**config.mk**
```make
export PLATFORM = sky130hd
export DESIGN_NAME = reset_irq_core
export DESIGN_NICKNAME = d
export VERILOG_FILES = /design/src/common/reset_irq_pkg.sv /design/src/common/group_if.sv /design/src/design/reset_irq_core.sv /design/src/design/group_expander.sv
export VERILOG_INCLUDE_DIRS = /design/src /design/src/common
export SDC_FILE = /design/constraint.sdc
export NUM_CORES = 1
export LEC_CHECK = 0
export ABC_AREA = 1
export BUFFER_PORTS_ARGS = -buffer_cell sky130_fd_sc_hd__buf_2
export CAP_MARGIN = 0
export CORE_ASPECT_RATIO = 1.4
export CORE_MARGIN = 2
export CORE_UTILIZATION = 39
export CTS_CLUSTER_SIZE = 12
export DETAILED_ROUTE_END_ITERATION = 8
export PLACE_DENSITY = 0.64
export RECOVER_POWER = 50
export SLEW_MARGIN = 20
export SYNTH_ARGS = -nofsm -noshare
export SYNTH_HDL_FRONTEND = slang
export SYNTH_SLANG_ARGS = --single-unit
```
**constraint.sdc**
```tcl
create_clock -name clk -period 3.7 [get_ports clk]
set_input_delay 0.925 -clock clk [delete_from_list [all_inputs] [get_ports clk]]
set_output_delay 0.925 -clock clk [all_outputs]
set_load 0.05 [all_outputs]
```
**src/common/reset_irq_map.svh**
```systemverilog
// Constant map of the reset and interrupt request structure
`ifndef RESET_IRQ_MAP_SVH
`define RESET_IRQ_MAP_SVH

`define RIS_NUM_SRC 12
`define RIS_NUM_LINES 6
`define RIS_NUM_EXT 4
`define RIS_NUM_PERIPH 8
`define RIS_NUM_PINS 5

// Fixed core vectors
`define RIS_VEC_RESET 16'h0000
`define RIS_VEC_TRAP 16'h0022
`define RIS_VEC_NMI 16'h0024
`define RIS_VEC_EMU 16'h0026

// Reset values
`define RIS_GMASK_RESET 1'h1
`define RIS_PIN_RESET 5'h10

// Source index, highest priority first
`define RIS_SRC_PP_A 0
`define RIS_SRC_PP_B 1
`define RIS_SRC_ADC 2
`define RIS_SRC_X1 3
`define RIS_SRC_X2 4
`define RIS_SRC_SPI 5
`define RIS_SRC_SCI_RX 6
`define RIS_SRC_SCI_TX 7
`define RIS_SRC_CAN_MB 8
`define RIS_SRC_CAN_ERR 9
`define RIS_SRC_CMP1 10
`define RIS_SRC_CMP4 11

// Peripheral vector per source, source 0 in the low bits
`define RIS_PIV_TABLE {16'h0024, 16'h0021, 16'h0041, 16'h0040, \
   16'h0007, 16'h0006, 16'h0005, 16'h0011, 16'h0001, 16'h0004, \
   16'h0019, 16'h0020}

// Core line per source, source 0 in the low bits
`define RIS_GRP_TABLE {3'h1, 3'h1, 3'h0, 3'h0, 3'h0, 3'h0, 3'h0, \
   3'h0, 3'h0, 3'h0, 3'h0, 3'h0}

`endif

```
**src/common/reset_irq_pkg.sv**
```systemverilog
// Types of the reset and interrupt request structure
package reset_irq_pkg;
   typedef enum logic [1:0] {
      ST_HOLD = 2'b01,
      ST_RUN = 2'b10
   } seq_e;
   typedef logic [15:0] vector_t;
   typedef logic [3:0] src_idx_t;
   typedef logic [11:0] src_vec_t;
endpackage

```
**src/common/group_if.sv**
```systemverilog
// Carrier between the pending store and one line expander
`timescale 1ns/1ps
`default_nettype none
interface group_if;
   import reset_irq_pkg::*;
   src_vec_t pend;
   src_vec_t member;
   logic req;
   src_idx_t sel;
   modport exp (input pend, input member, output req, output sel);
   modport top (output pend, output member, input req, input sel);
endinterface
`default_nettype wire

```
**src/design/reset_irq_core.sv**
```systemverilog
// Reset sequencing and interrupt request expansion
//
// Behaviour
// - Reset overrides all; maskables start disabled
// - Reset comes from pin or watchdog
// - External lines need own enable and line mask
// - Peripheral events need own enable and mask
// - Software vector instruction branches, sets global mask
// - Non-maskable instruction branches to 24h, masks
// - No hardware non-maskable input exists
// - Trap branches to 22h, leaves mask
// - Emulator trap via vector or trap instruction
// - Peripheral sources grouped onto core lines 0 and 1 of the six
// - Each shared source keeps a distinct vector
// - Reset is first priority, vector 0000h
`timescale 1ns/1ps
`default_nettype none
`include "reset_irq_map.svh"
module reset_irq_core
   import reset_irq_pkg::*;
(
   input wire logic clk,
   input wire logic clk_en,
   input wire logic rst_b,
   input wire logic reset_pin_b,
   input wire logic watchdog_expire,
   input wire logic external_line_one,
   input wire logic external_line_two,
   input wire logic power_protect_line_a,
   input wire logic power_protect_line_b,
   input wire logic [3:0] ext_enable,
   input wire logic [7:0] periph_event,
   input wire logic [7:0] periph_enable,
   input wire logic [5:0] core_line_mask_register,
   input wire logic software_vector_instruction,
   input wire logic [15:0] sw_vector_operand,
   input wire logic nmi_instr,
   input wire logic trap_instr,
   input wire logic trap_emulate,
   input wire logic global_unmask,
   input wire logic core_ack,
   input wire logic [2:0] core_ack_line,
   output logic sys_reset_b,
   output logic [5:0] core_request_lines,
   output logic global_mask_bit,
   output logic branch_valid,
   output logic [15:0] branch_vector,
   output logic periph_vector_valid,
   output logic [15:0] periph_vector,
   output logic [11:0] pending
);
   localparam logic [191:0] PIV_TAB = `RIS_PIV_TABLE;
   localparam logic [35:0] GRP_TAB = `RIS_GRP_TABLE;

   logic [4:0] pin_s1, pin_s2, pin_prev;
   logic [4:0] next_pin_s1, next_pin_s2, next_pin_prev;
   seq_e state, next_state;
   logic next_sys_reset_b;
   logic [5:0] next_core_request_lines;
   logic next_global_mask_bit;
   logic next_branch_valid;
   vector_t next_branch_vector;
   logic next_periph_vector_valid;
   vector_t next_periph_vector;
   src_vec_t next_pending;

   src_vec_t member [`RIS_NUM_LINES];
   logic [5:0] line_req;
   src_idx_t line_sel [`RIS_NUM_LINES];
   logic [3:0] ext_rise;
   src_vec_t evt, clr;
   logic reset_req, acked;
   src_idx_t ack_sel;

   // Pin synchronisers, edge taken only after the second stage
   always_comb begin
      next_pin_s1 = {reset_pin_b, power_protect_line_b,
         power_protect_line_a, external_line_two, external_line_one};
      next_pin_s2 = pin_s1;
      next_pin_prev = pin_s2;
   end

   always_ff @(posedge clk) begin
      if (!rst_b) begin
         pin_s1 <= `RIS_PIN_RESET;
         pin_s2 <= `RIS_PIN_RESET;
         pin_prev <= `RIS_PIN_RESET;
      end else if (clk_en) begin
         pin_s1 <= next_pin_s1;
         pin_s2 <= next_pin_s2;
         pin_prev <= next_pin_prev;
      end
   end

   // One expander per core line
   for (genvar g = 0; g < `RIS_NUM_LINES; g++) begin : gen_line
      group_if gi();
      for (genvar i = 0; i < `RIS_NUM_SRC; i++) begin : gen_mem
         assign member[g][i] = (GRP_TAB[i*3 +: 3] == 3'(g));
      end
      assign gi.pend = pending;
      assign gi.member = member[g];
      assign line_req[g] = gi.req;
      assign line_sel[g] = gi.sel;
      group_expander u_exp (
         .grp(gi.exp)
      );
   end

   // Event gathering and acknowledge decode
   always_comb begin
      reset_req = ~pin_s2[4] | watchdog_expire;
      ext_rise = pin_s2[3:0] & ~pin_prev[3:0];
      evt = 12'h000;
      evt[`RIS_SRC_X1] = ext_rise[0] & ext_enable[0];
      evt[`RIS_SRC_X2] = ext_rise[1] & ext_enable[1];
      evt[`RIS_SRC_PP_A] = ext_rise[2] & ext_enable[2];
      evt[`RIS_SRC_PP_B] = ext_rise[3] & ext_enable[3];
      evt[`RIS_SRC_ADC] = periph_event[0] & periph_enable[0];
      evt[`RIS_SRC_SPI] = periph_event[1] & periph_enable[1];
      evt[`RIS_SRC_SCI_RX] = periph_event[2] & periph_enable[2];
      evt[`RIS_SRC_SCI_TX] = periph_event[3] & periph_enable[3];
      evt[`RIS_SRC_CAN_MB] = periph_event[4] & periph_enable[4];
      evt[`RIS_SRC_CAN_ERR] = periph_event[5] & periph_enable[5];
      evt[`RIS_SRC_CMP1] = periph_event[6] & periph_enable[6];
      evt[`RIS_SRC_CMP4] = periph_event[7] & periph_enable[7];
      acked = 1'b0;
      ack_sel = 4'h0;
      if (core_ack && core_ack_line < 3'(`RIS_NUM_LINES)) begin
         acked = line_req[core_ack_line];
         ack_sel = line_sel[core_ack_line];
      end
      clr = acked ? src_vec_t'(12'h001 << ack_sel) : 12'h000;
   end

   // Reset sequencer, pending store, mask and branch logic
   always_comb begin
      next_state = state;
      next_sys_reset_b = sys_reset_b;
      next_pending = pending;
      next_global_mask_bit = global_mask_bit;
      next_branch_valid = 1'b0;
      next_branch_vector = branch_vector;
      next_periph_vector_valid = 1'b0;
      next_periph_vector = periph_vector;
      next_core_request_lines = 6'h00;
      if (reset_req) begin
         // Overrides everything in progress
         next_state = ST_HOLD;
         next_sys_reset_b = 1'b0;
         next_pending = 12'h000;
         next_global_mask_bit = `RIS_GMASK_RESET;
      end else begin
         unique case (state)
            ST_HOLD: begin
               next_state = ST_RUN;
               next_sys_reset_b = 1'b1;
               next_branch_valid = 1'b1;
               next_branch_vector = `RIS_VEC_RESET;
            end
            ST_RUN: begin
               // New event wins over a same-cycle clear
               next_pending = (pending & ~clr) | evt;
               if (acked) begin
                  next_periph_vector_valid = 1'b1;
                  next_periph_vector = PIV_TAB[ack_sel*16 +: 16];
               end
               // Only software reaches the non-maskable vector
               if (nmi_instr) begin
                  next_branch_valid = 1'b1;
                  next_branch_vector = `RIS_VEC_NMI;
               end else if (software_vector_instruction) begin
                  next_branch_valid = 1'b1;
                  next_branch_vector = sw_vector_operand;
               end else if (trap_instr) begin
                  next_branch_valid = 1'b1;
                  next_branch_vector = trap_emulate ? `RIS_VEC_EMU :
                     `RIS_VEC_TRAP;
               end
               if (nmi_instr || software_vector_instruction || acked) begin
                  next_global_mask_bit = 1'b1;
               end else if (global_unmask) begin
                  next_global_mask_bit = 1'b0;
               end
               next_core_request_lines = line_req & core_line_mask_register
                  & {6{~global_mask_bit}};
            end
         endcase
      end
   end

   always_ff @(posedge clk) begin
      if (!rst_b) begin
         state <= ST_HOLD;
         sys_reset_b <= 1'b0;
         pending <= 12'h000;
         global_mask_bit <= `RIS_GMASK_RESET;
         branch_valid <= 1'b0;
         branch_vector <= `RIS_VEC_RESET;
         periph_vector_valid <= 1'b0;
         periph_vector <= 16'h0000;
         core_request_lines <= 6'h00;
      end else if (clk_en) begin
         state <= next_state;
         sys_reset_b <= next_sys_reset_b;
         pending <= next_pending;
         global_mask_bit <= next_global_mask_bit;
         branch_valid <= next_branch_valid;
         branch_vector <= next_branch_vector;
         periph_vector_valid <= next_periph_vector_valid;
         periph_vector <= next_periph_vector;
         core_request_lines <= next_core_request_lines;
      end
   end
endmodule
`default_nettype wire

```
**src/design/group_expander.sv**
```systemverilog
// Picks the highest-priority pending source of one core line
`timescale 1ns/1ps
`default_nettype none
`include "reset_irq_map.svh"
module group_expander
   import reset_irq_pkg::*;
(
   group_if.exp grp
);
   src_vec_t hits;

   always_comb begin
      hits = grp.pend & grp.member;
      grp.req = |hits;
      grp.sel = 4'h0;
      for (int i = `RIS_NUM_SRC - 1; i >= 0; i--) begin
         if (hits[i]) begin
            grp.sel = src_idx_t'(i);
         end
      end
   end
endmodule
`default_nettype wire

```
==> flow_summary.toml <==
[timing]
maxSlewHeadroom = 0.4307
tightest_slew_ns = 0.8507
rsz0062_at_grt = "no"
min_period_ns = 2.528
finalCritPeriodShare = 0.6832
drv_slew = 0
setup_tns_ns = 0
timing.hold.ws_ns = 0.4678
setup_viol = 0
timing_hold_violations_final = 0
clock_skew_ns = 0.01087
clock.fmax_ghz = 0.3956

[global_routing]
grt_usage = 0.1850
first_global_vias = 2591
grt_pass1_wl_mm = 11.59
antenna_found_initial = 0
grt_start_max_net_pins = 24
overflow = 0

[cells_and_area]
diodes = 0
multi_input_area_mm2 = 0.001424
area_delta_synth_final_pct = 19.82
drive_gt1_frac = 0.2316
nFillCells = 763
regArea_mm2 = 0.001121
final_nets = 538
instances_no_fill = 570

[critical_path]
rr_startpoint = "pending[5]$_SDFFE_PN0P_"
crit_path_end_kind = "flip-flop"
crit_required_ns = 3.92
r2r_cells = 14
crit_start = "clk_en"
start_kind = "primary input"
arrival_ns = 2.75
cp_max_fo = 19
ff2ff_setup_slack_ns = 1.72
path_class = "primary input to flip-flop"
crit_end = "periph_vector[6]$_SDFFE_PN0P_"
r2r-end = "pending[0]$_SDFFE_PN0P_"

[place]
dp.cells = 562
hpwl_mm = 5.197
portBuffers = 96
routabilityCongestion = 0.8399

[floorplanning]
start_util = 0.4023
core_region_area_mm2 = 0.006982
chipWidth_um = 75.73
die_y_um = 104.4
io_pins = 114
rows = 36
fp.dieArea_mm2 = 0.007907

[yosys]
syn_avg_cell_area_um2 = 7.315
synthesis.area_mm2 = 0.002809
ys_ff_latch = 56
yosysWarningCount = 0
synth_cell_types = 36
synthCells = 384
ys_async_sr_fraction = 0
synth_edf_count = 0
synth_ff_type = "dfxtp_1"
ys_seq_area_frac = 0.3991

[pwr]
ir_drop_mv = 0.2032
leakage_nw = 1.483
power.density_mw_per_mm2 = 357.2
total_power_w = 0.001202

[clock_network]
cts_root_buffer = "clkbuf_8"
clkTransAtPathRegs_ns = 0.10
cts_buffers = 5
post_cts_resized = 0
clk_latency_ns = 0.32
cts_htree_levels = 2
clock_sinks = 56
postCtsSetupBuffers = 0
ctsHoldBuffers = 0
cts_tree = "yes"
clockBufferDepth = 2

[route]
vias = 2718
drt_iter0_drc = 116
remaining_drc_errors = 0
ant_nets = 0
drt-wirelength-per-cell_um = 12.25
vias_per_cell = 4.768
routed_wl_mm = 6.981
dr.pass1.iters = 4

[job]
cap_violations = 0

[min_path]
hold_depth = 2
hp-class = "flip-flop to flip-flop"

[outcome]
status = "finished, final reports clean"
## cell usage in the layout (no fill, tap or decap), drive strengths merged
cell,instances
conb,13
o311ai,1
o21ai,33
clkbuf,39
nand3,16
nand2,88
o211a,1
nand3b,4
nand4,14
dfxtp,56
nor2,50
buf,63
nor3,5
a31oi,3
o211ai,1
ha,4
bufinv,1
or2,1
a21oi,43
clkinv,3
inv,36
## logic make-up after synthesis
| group | Yosys count | share of synthesized area |
|---|---|---|
| flops | 56 | 0.3991 |
| simple gates | 178 | 0.3096 |
| buf+inv | 63 | 0.1100 |
| compound gates | 82 | 0.1621 |
| other cells | 1 | 0.001335 |
| fa+ha+maj | 4 | 0.01782 |
## cell usage after synthesis (3+ instances only)
cell,n,area share
nand2_1,83,0.11
dfxtp_1,56,0.40
nor2_1,41,0.055
a21oi_1,38,0.068
o21ai_0,22,0.039
inv_1,21,0.028
buf_4,16,0.043
nand3_1,15,0.027
inv_2,13,0.017
nand4_1,13,0.029
o21ai_1,10,0.018
clkbuf_1,8,0.011
nor2_2,5,0.011
a21oi_2,4,0.012
ha_1,4,0.018
nand2_2,4,0.0089
nand3b_1,4,0.011
a31oi_1,3,0.0067
nor3_1,3,0.0053
## area by class of cell
class	instances	area share
clock buffer	5	0.02045
clock inverter	3	0.01375
inverter	37	0.04201
multi-input combinational	277	0.4230
sequential	56	0.3331
tap	95	0.03532
timing repair buffer	97	0.1323
## flip-flops by register name (all words and copies together), names as in the netlist
register and count:
state 1, sys_reset_b 1, periph_vector_valid 1, core_request_lines 2, pin_prev 4, next_pin_prev 5, pending 12, branch_valid 1
periph_vector 7, next_pin_s2 5, branch_vector 16, global_mask_bit 1
## routing by layer
| metal | GRT usage | up-vias | wire length [um] | part of all wire |
|---|---|---|---|---|
| met5 | 0 | - | 0 | 0 |
| met4 | 0.05764 | 0 | 112 | 0.016 |
| met3 | 0.03295 | 9 | 315 | 0.045 |
| met2 | 0.3137 | 64 | 3487 | 0.50 |
| met1 | 0.2311 | 1240 | 3065 | 0.44 |
| li1 | - | 1405 | - | - |
## worst min path at each step
stage | endpoint | start
finish | next_pin_prev[4]$_SDFFE_PN1P_ | next_pin_prev[4]$_SDFFE_PN1P_
detailed placement | next_pin_s2[4]$_SDFFE_PN1P_ | next_pin_s2[4]$_SDFFE_PN1P_
CTS | branch_vector[4]$_SDFFE_PN0P_ | branch_vector[4]$_SDFFE_PN0P_
global route | branch_vector[7]$_SDFFE_PN0P_ | branch_vector[7]$_SDFFE_PN0P_
floorplan | next_pin_s2[4]$_SDFFE_PN1P_ | next_pin_s2[4]$_SDFFE_PN1P_
global placement | next_pin_s2[4]$_SDFFE_PN1P_ | next_pin_s2[4]$_SDFFE_PN1P_
## power breakdown
part           internal, W  switching, W
combinational    0.0000439      0.000113
sequential        0.000617    0.00000804
clock             0.000206      0.000215
total             0.000867      0.000335
## metrics by stage
step | util | worst slack (ns) | cell area [um^2]
finish | 0.4821 | 1.172 | 3366
floorplan | - | 1.405 | 2854
CTS | 0.4882 | 1.428 | 3408
detailed placement | 0.4717 | 1.100 | 3293
global route | 0.4821 | 0.8795 | 3366
global placement | 0.4717 | 1.118 | 3293
## worst max-delay path: stages
cell	delay, ns
clkbuf_1	0.53
inv_4	0.22
nor2_2	0.16
inv_2	0.08
nor2_8	0.24
inv_2	0.12
nor2_8	0.19
inv_2	0.08
a21oi_1	0.13
nor2_1	0.05
Note: power is estimated with default switching activity, not from simulation.
